===== config.mk =====
export PLATFORM = sky130hd
export DESIGN_NAME = ach_auth_core
export DESIGN_NICKNAME = d
export VERILOG_FILES = /design/src/hdl/ach_auth_core.v /design/src/hdl/ach_pkt_rx.v /design/src/hdl/ach_pkt_tx.v
export VERILOG_INCLUDE_DIRS = /design/src /design/src/include
export SDC_FILE = /design/constraint.sdc
export NUM_CORES = 1
export LEC_CHECK = 0
export BUFFER_PORTS_ARGS = -buffer_cell sky130_fd_sc_hd__buf_2
export CAP_MARGIN = 0
export CORE_MARGIN = 5
export CORE_UTILIZATION = 45
export CTS_BUF_LIST = sky130_fd_sc_hd__clkbuf_4
export CTS_CLUSTER_SIZE = 8
export DETAILED_ROUTE_END_ITERATION = 12
export MAX_ROUTING_LAYER = met4
export PLACE_DENSITY = 0.76
export SKIP_LAST_GASP = 1
export SLEW_MARGIN = 20
export SYNTH_ARGS = -nofsm -noshare
export SYNTH_HDL_FRONTEND = slang
export SYNTH_HIERARCHICAL = 1
export SYNTH_SLANG_ARGS = --single-unit

===== constraint.sdc =====
create_clock -name hclk -period 3.39 [get_ports hclk]
set_clock_uncertainty 0.15 [all_clocks]
set_input_delay 0.678 -clock hclk [delete_from_list [all_inputs] [get_ports hclk]]
set_output_delay 0.678 -clock hclk [all_outputs]
set_load 0.05 [all_outputs]

===== src/include/ach_defs.vh =====
// Constants for the authentication command handler
`ifndef ACH_DEFS_VH
`define ACH_DEFS_VH
`define ACH_CMD_START 8'h01
`define ACH_DATA_START 8'h81
`define ACH_END_BYTE 8'h03
`define ACH_CODE_AUTH 8'h30
`define ACH_CODE_ERR 8'hB0
`define ACH_CMD_LEN 16'h0004
`define ACH_RESP_LEN 16'h0021
`define ACH_CHAL_LEN 8'h11
`define ACH_STAT_LEN 8'h0A
`define ACH_OK_SUM 8'hCE
`define ACH_UNUSED_BYTE 8'hFF
`define ACH_ST_OK 8'h00
`define ACH_ST_PACKET 8'hC1
`define ACH_ST_CHECKSUM 8'hC2
`define ACH_ST_ACCEPT 8'hC3
`define ACH_ST_UNMATCHED 8'hC4
`define ACH_ST_PARAM 8'hC5
`define ACH_ST_PROTECT 8'hC6
`define ACH_ST_TRUSTED 8'hC7
`define ACH_LC_OWNED 8'h04
`define ACH_LC_RET_REQ 8'h07
`define ACH_LC_RET_ACK 8'h08
`define ACH_AL_TWO 8'h02
`define ACH_AL_ONE 8'h03
`define ACH_AL_ZERO 8'h04
`define ACH_CHAL_RANDOM 8'h00
`define ACH_CHAL_UID 8'h01
`define ACH_REG_CTRL 8'h00
`define ACH_REG_STATE 8'h04
`define ACH_REG_ENCW 8'h08
`define ACH_REG_STATUS 8'h0C
`define ACH_CTRL_L2 0
`define ACH_CTRL_L1 1
`define ACH_CTRL_RST 2'h3
`define ACH_STATE_RST 24'h040404
`endif


===== src/hdl/ach_auth_core.v =====
// Authentication command handler with AHB-Lite control registers
//
// Implementation choices: the AHB-Lite interface to the registers and the register offsets.
`timescale 1ns/10ps
`include "ach_defs.vh"
// Behaviour
// - Command frame 01, 00 04, 30, fields, 03
// - Missing end byte answers packet error
// - Checksum mismatch answers checksum error
// - Bad or wrong length answers packet error
// - Any error abandons command, waits again
// - Disallowed lifecycle state gives acceptance error
// - Encrypted write without reset: acceptance error
// - Active versus stored state mismatch error
// - Source must equal current state or level
// - Only permitted source/destination pairs accepted
// - Disabled key for destination: protection error
// - Unique ID only towards return request
// - Send 16-byte challenge packet, MSB first
// - Challenge failure sends trusted system error
// - Security fault after challenge: go silent
// - Discard bytes until data start byte
// - Response checks: end, checksum, length
// - Wrong response code or length: packet error
// - Success status packet with checksum CE
// - Error status packet with code B0
// - Highest priority error; unused fields all-ones
module ach_auth_core #(
  parameter CHAL_BYTES = 16,
  parameter RESP_BYTES = 32
) (
  // Clock, reset, enable
  input wire hclk,
  input wire hresetn,
  input wire ce,
  // AHB-Lite slave
  input wire hsel,
  input wire [31:0] haddr,
  input wire [1:0] htrans,
  input wire hwrite,
  input wire [2:0] hsize,
  input wire [31:0] hwdata,
  input wire hready,
  output wire hreadyout,
  output wire hresp,
  output reg [31:0] hrdata,
  // Serial byte stream
  input wire rx_valid,
  input wire [7:0] rx_data,
  output wire tx_valid,
  output wire [7:0] tx_data,
  input wire tx_ready,
  // Challenge source
  output reg chal_req,
  output reg chal_uid,
  input wire chal_done,
  input wire chal_fail,
  input wire [8*CHAL_BYTES-1:0] chal_value,
  input wire sec_abnormal,
  // Verification stage
  output reg verify_start,
  output reg [8*RESP_BYTES-1:0] verify_value,
  input wire verify_done,
  input wire verify_ok,
  // Status
  output reg halted
);
  localparam S_CMD = 3'd0;
  localparam S_CHREQ = 3'd1;
  localparam S_CHWAIT = 3'd2;
  localparam S_SEND = 3'd3;
  localparam S_RESP = 3'd4;
  localparam S_VERIFY = 3'd5;
  localparam S_HALT = 3'd6;

  reg [2:0] st_r;
  reg [1:0] ctrl_r;
  reg [23:0] state_r;
  reg enc_seen_r;
  reg [7:0] last_sts_r;
  reg wr_pend_r;
  reg [7:0] wadr_r;
  reg [7:0] code_r;
  reg [7:0] src_r;
  reg [7:0] dst_r;
  reg [7:0] type_r;
  reg tx_start_r;
  reg tx_chal_r;
  reg [7:0] tx_code_r;
  reg [7:0] tx_sts_r;
  reg [127:0] tx_val_r;
  reg after_chal_r;
  reg [31:0] rd_mux;
  reg [7:0] cmd_err;
  reg cmd_ign;
  reg [7:0] rsp_err;

  wire pay_valid;
  wire [5:0] pay_idx;
  wire [7:0] pay_byte;
  wire frame_done;
  wire end_bad;
  wire sum_bad;
  wire len_bad;
  wire [15:0] len;
  wire tx_busy;
  wire rx_armed;
  wire [7:0] rx_start;
  wire tx_abort;
  wire [7:0] lc_active;
  wire [7:0] lc_stored;
  wire [7:0] auth_level;
  wire is_lc;
  wire pair_ok;
  wire protect;
  wire type_ok;
  wire [7:0] cur_src;
  wire bus_req;

  assign lc_active = state_r[7:0];
  assign lc_stored = state_r[15:8];
  assign auth_level = state_r[23:16];
  // Flow control by the clock enable: a frozen block must stall the bus
  assign hreadyout = ce;
  assign hresp = 1'b0;
  assign bus_req = hsel && htrans[1] && hready;

  assign rx_armed = (st_r == S_CMD) || (st_r == S_RESP);
  assign rx_start = (st_r == S_RESP) ? `ACH_DATA_START : `ACH_CMD_START;
  assign tx_abort = after_chal_r && sec_abnormal &&
                    (st_r == S_SEND);

  ach_pkt_rx #(.MAX_BODY(RESP_BYTES + 1)) u_rx (
    .hclk(hclk),
    .hresetn(hresetn),
    .ce(ce),
    .armed(rx_armed),
    .start_byte(rx_start),
    .rx_valid(rx_valid),
    .rx_data(rx_data),
    .pay_valid(pay_valid),
    .pay_idx(pay_idx),
    .pay_byte(pay_byte),
    .frame_done(frame_done),
    .end_bad(end_bad),
    .sum_bad(sum_bad),
    .len_bad(len_bad),
    .len(len)
  );

  ach_pkt_tx u_tx (
    .hclk(hclk),
    .hresetn(hresetn),
    .ce(ce),
    .start(tx_start_r),
    .abort(tx_abort),
    .is_chal(tx_chal_r),
    .code(tx_code_r),
    .sts(tx_sts_r),
    .value(tx_val_r),
    .busy(tx_busy),
    .tx_valid(tx_valid),
    .tx_data(tx_data),
    .tx_ready(tx_ready)
  );

  // Command parameter analysis
  assign is_lc = (dst_r == `ACH_LC_RET_REQ) || (dst_r == `ACH_LC_RET_ACK);
  assign cur_src = is_lc ? lc_active : auth_level;
  assign pair_ok = is_lc ?
    ((src_r == `ACH_LC_OWNED && dst_r == `ACH_LC_RET_REQ) ||
     (src_r == `ACH_LC_RET_REQ && dst_r == `ACH_LC_RET_ACK)) :
    ((src_r == `ACH_AL_ONE && dst_r == `ACH_AL_TWO) ||
     (src_r == `ACH_AL_ZERO && dst_r == `ACH_AL_TWO) ||
     (src_r == `ACH_AL_ZERO && dst_r == `ACH_AL_ONE));
  assign protect =
    (!ctrl_r[`ACH_CTRL_L2] &&
     ((is_lc && dst_r == `ACH_LC_RET_REQ) ||
      (!is_lc && dst_r == `ACH_AL_TWO))) ||
    (!ctrl_r[`ACH_CTRL_L1] && !is_lc && dst_r == `ACH_AL_ONE);
  assign type_ok = (type_r == `ACH_CHAL_RANDOM) ||
    (type_r == `ACH_CHAL_UID && is_lc &&
     dst_r == `ACH_LC_RET_REQ);

  // Error codes in descending priority
  always @* begin
    cmd_ign = 1'b0;
    if (end_bad)
      cmd_err = `ACH_ST_PACKET;
    else if (sum_bad)
      cmd_err = `ACH_ST_CHECKSUM;
    else if (len_bad || len != `ACH_CMD_LEN)
      cmd_err = `ACH_ST_PACKET;
    else if (code_r != `ACH_CODE_AUTH) begin
      cmd_err = `ACH_ST_OK;
      cmd_ign = 1'b1;
    end else if (lc_active != `ACH_LC_OWNED &&
                 lc_active != `ACH_LC_RET_REQ)
      cmd_err = `ACH_ST_ACCEPT;
    else if (enc_seen_r)
      cmd_err = `ACH_ST_ACCEPT;
    else if (lc_active != lc_stored)
      cmd_err = `ACH_ST_UNMATCHED;
    else if (src_r != cur_src)
      cmd_err = `ACH_ST_PARAM;
    else if (!pair_ok)
      cmd_err = `ACH_ST_PARAM;
    else if (protect)
      cmd_err = `ACH_ST_PROTECT;
    else if (!type_ok)
      cmd_err = `ACH_ST_PARAM;
    else
      cmd_err = `ACH_ST_OK;
  end

  always @* begin
    if (end_bad)
      rsp_err = `ACH_ST_PACKET;
    else if (sum_bad)
      rsp_err = `ACH_ST_CHECKSUM;
    else if (len_bad)
      rsp_err = `ACH_ST_PACKET;
    else if (code_r != `ACH_CODE_AUTH)
      rsp_err = `ACH_ST_PACKET;
    else if (len != `ACH_RESP_LEN)
      rsp_err = `ACH_ST_PACKET;
    else
      rsp_err = `ACH_ST_OK;
  end

  always @* begin
    case (haddr[7:0])
      `ACH_REG_CTRL: rd_mux = {30'h0, ctrl_r};
      `ACH_REG_STATE: rd_mux = {8'h00, state_r};
      `ACH_REG_ENCW: rd_mux = {31'h0, enc_seen_r};
      `ACH_REG_STATUS: rd_mux = {19'h0, halted, 1'b0, st_r, last_sts_r};
      default: rd_mux = 32'h0000_0000;
    endcase
  end

  // Register slave: address phase latched, write in data phase
  always @(posedge hclk or negedge hresetn) begin
    if (!hresetn) begin
      wr_pend_r <= 1'b0;
      wadr_r <= 8'h00;
      hrdata <= 32'h0000_0000;
      ctrl_r <= `ACH_CTRL_RST;
      state_r <= `ACH_STATE_RST;
      enc_seen_r <= 1'b0;
    end else if (ce) begin
      wr_pend_r <= bus_req && hwrite;
      if (bus_req) begin
        wadr_r <= haddr[7:0];
        hrdata <= rd_mux;
      end
      if (wr_pend_r) begin
        case (wadr_r)
          `ACH_REG_CTRL: ctrl_r <= hwdata[1:0];
          `ACH_REG_STATE: state_r <= hwdata[23:0];
          // Sticky until device reset
          `ACH_REG_ENCW: enc_seen_r <= enc_seen_r | hwdata[0];
          default: enc_seen_r <= enc_seen_r;
        endcase
      end
    end
  end

  // Capture of received fields
  always @(posedge hclk or negedge hresetn) begin
    if (!hresetn) begin
      code_r <= 8'h00;
      src_r <= 8'h00;
      dst_r <= 8'h00;
      type_r <= 8'h00;
      verify_value <= {8*RESP_BYTES{1'b0}};
    end else if (ce && pay_valid) begin
      if (pay_idx == 6'd0)
        code_r <= pay_byte;
      if (st_r == S_RESP && pay_idx != 6'd0)
        verify_value <= {verify_value[8*RESP_BYTES-9:0], pay_byte};
      if (st_r == S_CMD) begin
        if (pay_idx == 6'd1)
          src_r <= pay_byte;
        if (pay_idx == 6'd2)
          dst_r <= pay_byte;
        if (pay_idx == 6'd3)
          type_r <= pay_byte;
      end
    end
  end

  // Sequencer
  always @(posedge hclk or negedge hresetn) begin
    if (!hresetn) begin
      st_r <= S_CMD;
      tx_start_r <= 1'b0;
      tx_chal_r <= 1'b0;
      tx_code_r <= 8'h00;
      tx_sts_r <= 8'h00;
      tx_val_r <= 128'h0;
      after_chal_r <= 1'b0;
      last_sts_r <= 8'h00;
      chal_req <= 1'b0;
      chal_uid <= 1'b0;
      verify_start <= 1'b0;
      halted <= 1'b0;
    end else if (ce) begin
      tx_start_r <= 1'b0;
      chal_req <= 1'b0;
      verify_start <= 1'b0;
      if (after_chal_r && sec_abnormal && st_r != S_HALT) begin
        st_r <= S_HALT;
        halted <= 1'b1;
      end else begin
        case (st_r)
          S_CMD: begin
            if (frame_done && !cmd_ign) begin
              if (cmd_err != `ACH_ST_OK) begin
                tx_start_r <= 1'b1;
                tx_chal_r <= 1'b0;
                tx_code_r <= `ACH_CODE_ERR;
                tx_sts_r <= cmd_err;
                last_sts_r <= cmd_err;
                st_r <= S_SEND;
              end else begin
                chal_req <= 1'b1;
                chal_uid <= type_r == `ACH_CHAL_UID;
                st_r <= S_CHREQ;
              end
            end
          end
          S_CHREQ: st_r <= S_CHWAIT;
          S_CHWAIT: begin
            if (chal_done) begin
              tx_start_r <= 1'b1;
              if (chal_fail) begin
                tx_chal_r <= 1'b0;
                tx_code_r <= `ACH_CODE_ERR;
                tx_sts_r <= `ACH_ST_TRUSTED;
                last_sts_r <= `ACH_ST_TRUSTED;
              end else begin
                tx_chal_r <= 1'b1;
                tx_code_r <= `ACH_CODE_AUTH;
                tx_val_r <= chal_value;
                after_chal_r <= 1'b1;
              end
              st_r <= S_SEND;
            end
          end
          S_SEND: begin
            if (!tx_start_r && !tx_busy)
              st_r <= tx_chal_r ? S_RESP : S_CMD;
          end
          S_RESP: begin
            if (frame_done) begin
              if (rsp_err != `ACH_ST_OK) begin
                tx_start_r <= 1'b1;
                tx_chal_r <= 1'b0;
                tx_code_r <= `ACH_CODE_ERR;
                tx_sts_r <= rsp_err;
                last_sts_r <= rsp_err;
                after_chal_r <= 1'b0;
                st_r <= S_SEND;
              end else begin
                verify_start <= 1'b1;
                st_r <= S_VERIFY;
              end
            end
          end
          S_VERIFY: begin
            if (verify_done) begin
              tx_start_r <= 1'b1;
              tx_chal_r <= 1'b0;
              after_chal_r <= 1'b0;
              tx_code_r <= verify_ok ? `ACH_CODE_AUTH : `ACH_CODE_ERR;
              tx_sts_r <= verify_ok ? `ACH_ST_OK : `ACH_ST_TRUSTED;
              last_sts_r <= verify_ok ? `ACH_ST_OK : `ACH_ST_TRUSTED;
              st_r <= S_SEND;
            end
          end
          S_HALT: st_r <= S_HALT;
          default: st_r <= S_CMD;
        endcase
      end
    end
  end
endmodule


===== src/hdl/ach_pkt_rx.v =====
// Packet receiver: framing, length and checksum checks
`timescale 1ns/10ps
`include "ach_defs.vh"
module ach_pkt_rx #(
  parameter MAX_BODY = 33
) (
  // Clock and reset
  input wire hclk,
  input wire hresetn,
  input wire ce,
  // Control
  input wire armed,
  input wire [7:0] start_byte,
  // Byte stream
  input wire rx_valid,
  input wire [7:0] rx_data,
  // Results
  output reg pay_valid,
  output reg [5:0] pay_idx,
  output reg [7:0] pay_byte,
  output reg frame_done,
  output reg end_bad,
  output reg sum_bad,
  output reg len_bad,
  output reg [15:0] len
);
  localparam HUNT = 3'd0;
  localparam LENH = 3'd1;
  localparam LENL = 3'd2;
  localparam BODY = 3'd3;
  localparam SUMB = 3'd4;
  localparam ENDB = 3'd5;
  reg [2:0] st_r;
  reg [7:0] sum_r;
  reg [15:0] cnt_r;
  wire [15:0] len_nxt;
  assign len_nxt = {len[15:8], rx_data};
  always @(posedge hclk or negedge hresetn) begin
    if (!hresetn) begin
      st_r <= HUNT;
      sum_r <= 8'h00;
      cnt_r <= 16'h0000;
      pay_valid <= 1'b0;
      pay_idx <= 6'h00;
      pay_byte <= 8'h00;
      frame_done <= 1'b0;
      end_bad <= 1'b0;
      sum_bad <= 1'b0;
      len_bad <= 1'b0;
      len <= 16'h0000;
    end else if (ce) begin
      pay_valid <= 1'b0;
      frame_done <= 1'b0;
      if (!armed) begin
        st_r <= HUNT;
      end else if (rx_valid) begin
        case (st_r)
          HUNT: begin
            if (rx_data == start_byte) begin
              st_r <= LENH;
              sum_r <= 8'h00;
            end
          end
          LENH: begin
            len <= {rx_data, 8'h00};
            sum_r <= rx_data;
            st_r <= LENH + 3'd1;
          end
          LENL: begin
            len <= len_nxt;
            sum_r <= sum_r + rx_data;
            cnt_r <= 16'h0000;
            len_bad <= (len_nxt == 16'h0000) || (len_nxt > MAX_BODY);
            st_r <= (len_nxt == 16'h0000) ? SUMB : BODY;
          end
          BODY: begin
            sum_r <= sum_r + rx_data;
            if (cnt_r < MAX_BODY) begin
              pay_valid <= 1'b1;
              pay_idx <= cnt_r[5:0];
              pay_byte <= rx_data;
            end
            cnt_r <= cnt_r + 16'h0001;
            if (cnt_r == len - 16'h0001)
              st_r <= SUMB;
          end
          SUMB: begin
            sum_bad <= (sum_r + rx_data) != 8'h00;
            st_r <= ENDB;
          end
          ENDB: begin
            end_bad <= rx_data != `ACH_END_BYTE;
            frame_done <= 1'b1;
            st_r <= HUNT;
          end
          default: st_r <= HUNT;
        endcase
      end
    end
  end
endmodule


===== src/hdl/ach_pkt_tx.v =====
// Packet sender: challenge data packet and status packets
`timescale 1ns/10ps
`include "ach_defs.vh"
module ach_pkt_tx (
  // Clock and reset
  input wire hclk,
  input wire hresetn,
  input wire ce,
  // Request
  input wire start,
  input wire abort,
  input wire is_chal,
  input wire [7:0] code,
  input wire [7:0] sts,
  input wire [127:0] value,
  output reg busy,
  // Byte stream
  output reg tx_valid,
  output reg [7:0] tx_data,
  input wire tx_ready
);
  reg [4:0] idx_r;
  reg [7:0] sum_r;
  reg chal_r;
  reg [7:0] code_r;
  reg [7:0] sts_r;
  reg [127:0] val_r;
  reg [7:0] nb;
  reg [7:0] sum_n;
  wire [4:0] last;
  wire [4:0] nidx;
  assign last = chal_r ? 5'd21 : 5'd14;
  assign nidx = idx_r + 5'd1;
  always @* begin
    sum_n = (idx_r == 5'd0) ? 8'h00 : sum_r + tx_data;
    if (nidx == 5'd1)
      nb = 8'h00;
    else if (nidx == 5'd2)
      nb = chal_r ? `ACH_CHAL_LEN : `ACH_STAT_LEN;
    else if (nidx == 5'd3)
      nb = code_r;
    else if (nidx == last - 5'd1)
      nb = 8'h00 - sum_n;
    else if (nidx == last)
      nb = `ACH_END_BYTE;
    else if (chal_r)
      nb = val_r[127:120];
    else if (nidx == 5'd4)
      nb = sts_r;
    else
      nb = `ACH_UNUSED_BYTE;
  end
  always @(posedge hclk or negedge hresetn) begin
    if (!hresetn) begin
      idx_r <= 5'd0;
      sum_r <= 8'h00;
      chal_r <= 1'b0;
      code_r <= 8'h00;
      sts_r <= 8'h00;
      val_r <= 128'h0;
      busy <= 1'b0;
      tx_valid <= 1'b0;
      tx_data <= 8'h00;
    end else if (ce) begin
      if (abort) begin
        busy <= 1'b0;
        tx_valid <= 1'b0;
      end else if (start && !busy) begin
        busy <= 1'b1;
        tx_valid <= 1'b1;
        tx_data <= `ACH_DATA_START;
        idx_r <= 5'd0;
        chal_r <= is_chal;
        code_r <= code;
        sts_r <= sts;
        val_r <= value;
      end else if (tx_valid && tx_ready) begin
        if (idx_r == last) begin
          tx_valid <= 1'b0;
          busy <= 1'b0;
        end else begin
          idx_r <= nidx;
          sum_r <= sum_n;
          tx_data <= nb;
          if (chal_r && nidx >= 5'd4 && nidx < 5'd20)
            val_r <= {val_r[119:0], 8'h00};
        end
      end
    end
  end
endmodule


==> impl_metrics.csv, run 1 <==
group,metric,value,unit
logic_synthesis,ys_ff_latch,721,
sta,worstMarginPinSlew,910.3,ps
sta,fin_crit,3080,ps
worst_setup_path,worst-path-buf-inv,0,
floorplan,start_util,45.33,%
logic_synthesis,yosysSeqAreaShare,56.96,%
global_routing,grt_first_pass_wirelength,132.4,mm
worst_setup_path,reg2reg_from,"dst_r[0]",
finish,drive_above_1_share,39.34,%
logic_synthesis,yosysWarnings,6,
logic_synthesis,syn_area_per_cell,12.47,sq um
routing,vias,23330,
global_routing,grt_overflow,0,
logic_synthesis,synth_mux_area_share,20.95,%
logic_synthesis,yosys.area_share.simple,8.845,%
logic_synthesis,synth-xor-area-share,2.045,%
worst_setup_path,reg2regPathDepth,7,
sta,grt_setup_unrepaired,"false",
worst_setup_path,rrSetupSlack,310,ps
worst_setup_path,crit_family,"simple AND/OR/NAND/NOR gates",
pwr,p_leak,19.78,nW
pwr,p_comb_share,21.7,%
min_path,hold_path_class,"in2reg",
worst_setup_path,critPathMaxStageDelay,590,ps
worst_setup_path,end_kind,"register",
routing,drt_iter0_markers,1619,
routing,via_per_inst,5.280,
pwr,p_total,0.02325,W
worst_setup_path,worst_path_max_delay_cell,"or4b_4",
clock_network,clock_path_buffers,3,
sta,finalSetupTns,0,ps
flow_run,max_cap_violations,0,
sta,setup_violations,0,
logic_synthesis,yosysUniqueCellTypes,93,
global_routing,grt_antenna_before_repair,12,
worst_setup_path,crit_start,"dst_r[0]",
worst_setup_path,path_max_fanout,6,
placement,place_congestion,0.8893,
logic_synthesis,synth_top_family_by_area,"multiplexers",
worst_setup_path,required,4070,ps
clock_network,cts-root-buf,"clkbuf_4",
floorplan,rows,97,
clock_network,cts_buffers,185,
clock_network,cts_tree,"done",
clock_network,clock_sink_count,721,
clock_network,clk_latency,1030,ps
logic_synthesis,ys.flop_type,"dfrtp_1",
global_routing,grt_max_degree,131,
logic_synthesis,syn-cell-area,31690,sq um
global_routing,grt_usage,22.53,%
min_path,holdPathStages,5,
logic_synthesis,synth_compound_area_share,7.403,%
placement,hpwlAfterDp,55.49,mm
floorplan,io_pins,521,
clock_network,cts_setup_buffers,0,
worst_setup_path,start_kind,"register",
worst_setup_path,worstReg2RegEnd,"chal_uid",
placement,portBuffers,475,
pwr,p_sw_share,31.52,%
min_path,worstHoldStart,"verify_ok",
clock_network,htree_levels,4,
logic_synthesis,synthCells,2542,
routing,drc,0,
sta,slew_headroom,39.31,%
routing,detail-route-antenna-nets,0,
finish,area_delta_synth_final,24.96,%
pwr,internal-power,0.01592,W
pwr,powerDensity,587.0,nW/um^2
logic_synthesis,synthAdderAreaFrac,1.035,%
outcome,status,"finished clean",
clock_network,clk_pin_slew,70,ps
sta,final_min_period_over_clock_period,90.87,%
worst_setup_path,critPathKind,"reg2reg",
sta,drv_slew,0,
floorplan,fp.dieH,275.4,um
pwr,peakVddDrop,0.3396,mV
finish,fill_cells,5656,
routing,wl,84.21,mm
sta,fmax,324.6,MHz
sta,hold_viol_final,0,
finish,nets,3582,
pwr,pwr-share-clk,31.4,%
worst_setup_path,arrival,3760,ps
clock_network,cts_resized,0,
floorplan,fp.coreArea,69910,sq um
pwr,p_seq_share,46.9,%
routing,wl_per_cell,19.06,um
floorplan,design.die.area,75830,sq um
floorplan,die_x,275.4,um
pwr,p_sw,0.007327,W
min_path,min_to,"tx_sts_r[1]",
routing,drtPass1Iterations,6,
worst_setup_path,worstPathCellList,"or4b_4 -> a21oi_4 -> mux2i_1 -> xor2_1 -> nand4_4 -> or4b_4 -> mux2i_1",
global_routing,grt_pass1_vias,24590,
logic_synthesis,synth_edf_count,0,
logic_synthesis,synthArstFlopShare,100.0,%
tightest hold or removal path: cells and delay by family:
family	cells	cell delay, ps
simple gates	1	70
mux	1	150
compound gates	2	200
buf+inv	1	120
area by class of cell:
type                       instances  area (sq um)  area share [%]
timing repair buffer             736          5060           12.78
sequential                       721         18050           45.58
tap                              940          1176           2.970
clock inverter                    52         321.6          0.8121
clock buffer                     261          1959           4.948
antenna                           14         35.03         0.08847
multi-input combinational       1666         12890           32.55
inverter                          29         108.9          0.2749
how the worst max path moves through the flow:
stage               depth (start not counted)         endpoint  slack (ps)
floorplan                                  14  u_tx/tx_data[6]         450
global route                                7       tx_start_r         140
CTS                                         7         chal_uid         340
detailed placement                          7         chal_uid         400
global placement                            7         chal_uid         430
finish                                      7         chal_uid         310
Yosys cell counts (29+ instances only):
| master | n | area share [%] |
|---|---|---|
| a21oi_1 | 38 | 0.60 |
| a22o_1 | 29 | 0.80 |
| clkbuf_1 | 98 | 1.2 |
| dfrtp_1 | 716 | 57 |
| mux2_2 | 449 | 16 |
| mux2i_1 | 138 | 4.4 |
| nand2_1 | 292 | 3.5 |
| nor2_1 | 70 | 0.83 |
| o21ai_0 | 40 | 0.63 |
| o21ai_1 | 126 | 2.0 |
| xnor2_1 | 34 | 0.94 |
| xor2_1 | 40 | 1.1 |
power by group through the flow:
| stage | registers [W] | clock network [W] | logic (W) |
|---|---|---|---|
| final | 0.0109 | 0.00731 | 0.00504 |
| after global routing | 0.0110 | 0.00803 | 0.00555 |
| after CTS | 0.0108 | 0.00748 | 0.00496 |
| after detailed placement | 0.0110 | 0 | 0.00475 |
| after global placement | 0.0109 | 0 | 0.00464 |
| after floorplan | 0.0108 | 0 | 0.00351 |
sequential cells by signal (all words and copies together), names as in the netlist, 4 cells and up:
name           flops
u_tx/idx_r         5
u_rx/pay_idx       6
state_r           24
dst_r              8
u_rx/sum_r         8
u_rx/len          16
wadr_r             8
src_r              8
type_r             8
u_tx/tx_data       8
u_rx/cnt_r        16
u_tx/val_r       128
code_r             8
tx_sts_r           4
hrdata            24
u_tx/sts_r         8
u_rx/pay_byte      8
u_tx/code_r        8
verify_value     256
u_tx/sum_r         8
tx_val_r         128
stage by stage:
step / cells / util, % / instance area, sq um / worst slack, ps / hold WS [ps]
after floorplan: 2564 / - / 31770 / 447.7 / 232.4
after global placement: 3907 / 50.68 / 35430 / 428.7 / 297.6
after detailed placement: 3907 / 50.68 / 35430 / 404.5 / 309.6
after CTS: 4405 / 56.59 / 39560 / 335.5 / 3.713
after global routing: 4417 / 56.64 / 39590 / 135.6 / 57.78
final: 4419 / 56.64 / 39600 / 309.5 / 124.6
cells by family (layout without fill, tap and decap cells):
family                     Yosys count  count (layout)
AOI/OAI and AO/OA                  362             362
other                                2              38
xor gates and xnor gates            74              74
buffers and inverters              177            1078
muxes                              603             603
adders and majority gates           25              25
and+or+nand+nor                    578             578
DFF                                721             721
layer usage:
metal / global-route usage (%) / vias up / routed length [um]
met5: - / - / 0
met4: 9.325 / 0 / 2942
met3: 6.493 / 211 / 6352
met2: 35.29 / 832 / 40420
met1: 27.63 / 11560 / 34490
li1: - / 10730 / -
cells in the final DEF (no fill, tap or decap), types with 9 or more instances in the layout:
cell           count
dfrtp_1          716
buf_2            474
mux2_2           449
nand2_1          292
clkbuf_4         261
dlygate4sd3_1    185
mux2i_1          138
o21ai_1          126
nor2_1            70
buf_4             56
xor2_1            40
o21ai_0           40
a21oi_1           37
xnor2_1           34
clkinv_1          31
a22o_1            29
inv_1             28
nor3_1            28
nand3_1           27
conb_1            24
ha_1              23
o21ai_2           21
buf_12            20
nand2_2           20
nand4_1           19
nor4_1            18
a31oi_1           17
nand2b_1          16
diode_2           14
mux2_1            14
or4_1             10
or3_1              9
and3_1             9
o31ai_1            9
a211oi_1           9
repair_timing:
item | in CTS | in global routing
endpoints found under the hold margin | 447 | 0
setup endpoints to repair | 0 | 0
hold buffers | 185 | 0
No activity file was read; power rests on OpenSTA's default activity.
==> run 2: changes to the inputs <==
--- a/config.mk
+++ b/config.mk
@@ -14,7 +14,7 @@
 export CTS_CLUSTER_SIZE = 8
 export DETAILED_ROUTE_END_ITERATION = 12
 export MAX_ROUTING_LAYER = met4
-export PLACE_DENSITY = 0.76
+export PLACE_DENSITY = 0.73
 export SKIP_LAST_GASP = 1
 export SLEW_MARGIN = 20
 export SYNTH_ARGS = -nofsm -noshare
==> run 2 against run 1 <==
- worst setup slack got worse by 47 ps
- cell count fell by 0.18%
- combinational power fell by 1%
- die area did not move
- critical path depth did not move
- register-to-register slack got worse by 50 ps
- global-route usage rose by 0.13 points
- largest cell class unchanged
- clock-buffer cell count fell by 5
==> impl_metrics.csv, run 2 (synthesis results as in run 1) <==
group,metric,value,unit
outcome,status,"finished clean",
routing,vias,23130,
routing,drc,0,
global_routing,grt_usage,22.66,%
finish,final_cell_mix,"dfrtp_1, buf_2, mux2_2",
placement,place_congestion,0.8638,
routing,detail-route-antenna-nets,0,
global_routing,grt_pass1_vias,24200,
worst_setup_path,arrival,3820,ps
floorplan,fp.dieH,275.4,um
routing,drt_iter0_markers,1361,
routing,drtPass1Iterations,5,
pwr,p_seq_share,46.6,%
worst_setup_path,critPathMaxStageDelay,600,ps
finish,final_common_cell,"dfrtp_1",
clock_network,clock_sink_count,721,
finish,largest_reg_flops,256,
finish,drive_above_1_share,39.26,%
sta,fmax,319.7,MHz
sta,finalSetupTns,0,ps
global_routing,grt_first_pass_wirelength,133.2,mm
sta,final_min_period_over_clock_period,92.26,%
worst_setup_path,start_kind,"register",
floorplan,die_x,275.4,um
worst_setup_path,reg2reg_from,"dst_r[0]",
pwr,p_comb_share,21.4,%
routing,wl,84.88,mm
clock_network,cts_tree,"done",
worst_setup_path,critPathKind,"reg2reg",
min_path,hold_path_class,"in2async",
global_routing,grt_antenna_before_repair,9,
routing,via_per_inst,5.243,
placement,portBuffers,475,
floorplan,rows,97,
placement,place_area,35410,sq um
floorplan,io_pins,521,
sta,fin_crit,3128,ps
sta,setup_violations,0,
worst_setup_path,rrSetupSlack,260,ps
floorplan,design.die.area,75830,sq um
pwr,powerDensity,590.0,nW/um^2
finish,fin_area,39510,sq um
global_routing,grt_overflow,0,
worst_setup_path,required,4090,ps
clock_network,clk_pin_slew,70,ps
worst_setup_path,end_kind,"register",
finish,nets,3571,
sta,worstMarginPinSlew,994.5,ps
worst_setup_path,crit_start,"dst_r[0]",
floorplan,start_util,45.33,%
flow_run,max_cap_violations,0,
sta,slew_headroom,33.70,%
sta,drv_slew,0,
clock_network,ctsHoldBuffers,174,
finish,area_delta_synth_final,24.68,%
clock_network,cts_setup_buffers,0,
global_routing,grt_max_degree,123,
clock_network,cts-root-buf,"clkbuf_4",
clock_network,cts_resized,0,
sta,whs,116.7,ps
clock_network,cts_buffers,188,
finish,reg.largest.list,"verify_value x256, tx_val_r x128, u_tx/val_r x128",
floorplan,fp.coreArea,69910,sq um
clock_network,clk_latency,1020,ps
sta,grt_setup_unrepaired,"false",
pwr,p_sw_share,31.14,%
clock_network,clock_path_buffers,3,
worst_setup_path,worst_path_max_delay_cell,"or4b_4",
sta,hold_viol_final,0,
pwr,internal-power,0.01605,W
pwr,peakVddDrop,0.3568,mV
clock_network,htree_levels,4,
worst_setup_path,worstReg2RegEnd,"chal_uid",
pwr,pwr-share-clk,32.1,%
pwr,p_sw,0.007259,W
pwr,p_leak,19.77,nW
worst_setup_path,path_max_fanout,6,
worst_setup_path,crit_end,"chal_uid",
routing,wl_per_cell,19.24,um
placement,hpwlAfterDp,56.86,mm
finish,regMostFlops,"verify_value",
worst_setup_path,reg2regPathDepth,7,
worst_setup_path,worstPathCellList,"or4b_4 -> a21oi_4 -> mux2i_1 -> xor2_1 -> nand4_4 -> or4b_4 -> mux2i_1",
==> run 2: cell count changes in the layout (fill, tap and decap cells not counted), sizes merged <==
cell         before  now
clkbuf          261  256
inv              34   36
clkinvlp          4    0
bufinv            1    4
clkinv           42   54
diode            14   12
dlygate4sd3     185  174
buf             551  548
==> run 2: power by group through the flow <==
stage	Sequential, W	Combinational (W)	Clock [W]
3_5_place_dp	0.0110	0.00475	0
6_report	0.0109	0.00498	0.00748
4_1_cts	0.0108	0.00493	0.00767
2_1_floorplan	0.0108	0.00351	0
5_1_grt	0.0110	0.00549	0.00819
3_3_place_gp	0.0109	0.00465	0
==> run 2: area by class of cell <==
class,count,area [sq um]
inverters,29,108.9
fillers,5777,30400
clock inverters,65,407.9
clock buffers,256,1922
flip-flops and latches,721,18050
diodes,12,30.03
multi-input cells,1666,12890
well taps,940,1176
repair buffers,722,4927
==> run 2: through the flow <==
stage / total power (W) / worst slack, ps / utilization, % / std cells
2_1_floorplan: 0.01429 / 447.7 / - / 2564
3_3_place_gp: 0.01555 / 382.1 / 50.65 / 3904
3_5_place_dp: 0.01571 / 342.7 / 50.65 / 3904
4_1_cts: 0.02342 / 300.2 / 56.47 / 4399
5_1_grt: 0.02467 / 163.2 / 56.51 / 4408
6_report: 0.02331 / 262.5 / 56.52 / 4411
==> run 2: worst min path at each step <==
stage | slack [ps] | cells past startpoint | startpoint | end
final | 120 | 2 | hresetn | u_tx/sum_r[4]
after global routing | 40 | 4 | ce | wr_pend_r
after global placement | 300 | 2 | hrdata[0] | hrdata[0]
after floorplan | 230 | 0 | hresetn | after_chal_r
after CTS | 4 | 4 | ce | verify_start
after detailed placement | 300 | 2 | hrdata[0] | hrdata[0]
==> run 2: layer usage <==
metal  share of wire, %  wire (um)  track usage [%]  vias to the layer above
li1                   -          -                -                    10730
met1                 42      35760            28.86                    11510
met2                 48      40940            35.51                      724
met3                7.1       6024            6.102                      158
met4                2.5       2154            7.542                        0
met5                  0          0                -                        -
==> run 2: worst max-delay path, delay by kind of cell (launching register included) <==
family           cells  cell delay (ps)
AO/OA/AOI/OAI        1              230
XOR/XNOR             1              420
flip-flops           1              450
multiplexers         2              370
AND/OR/NAND/NOR      3             1370
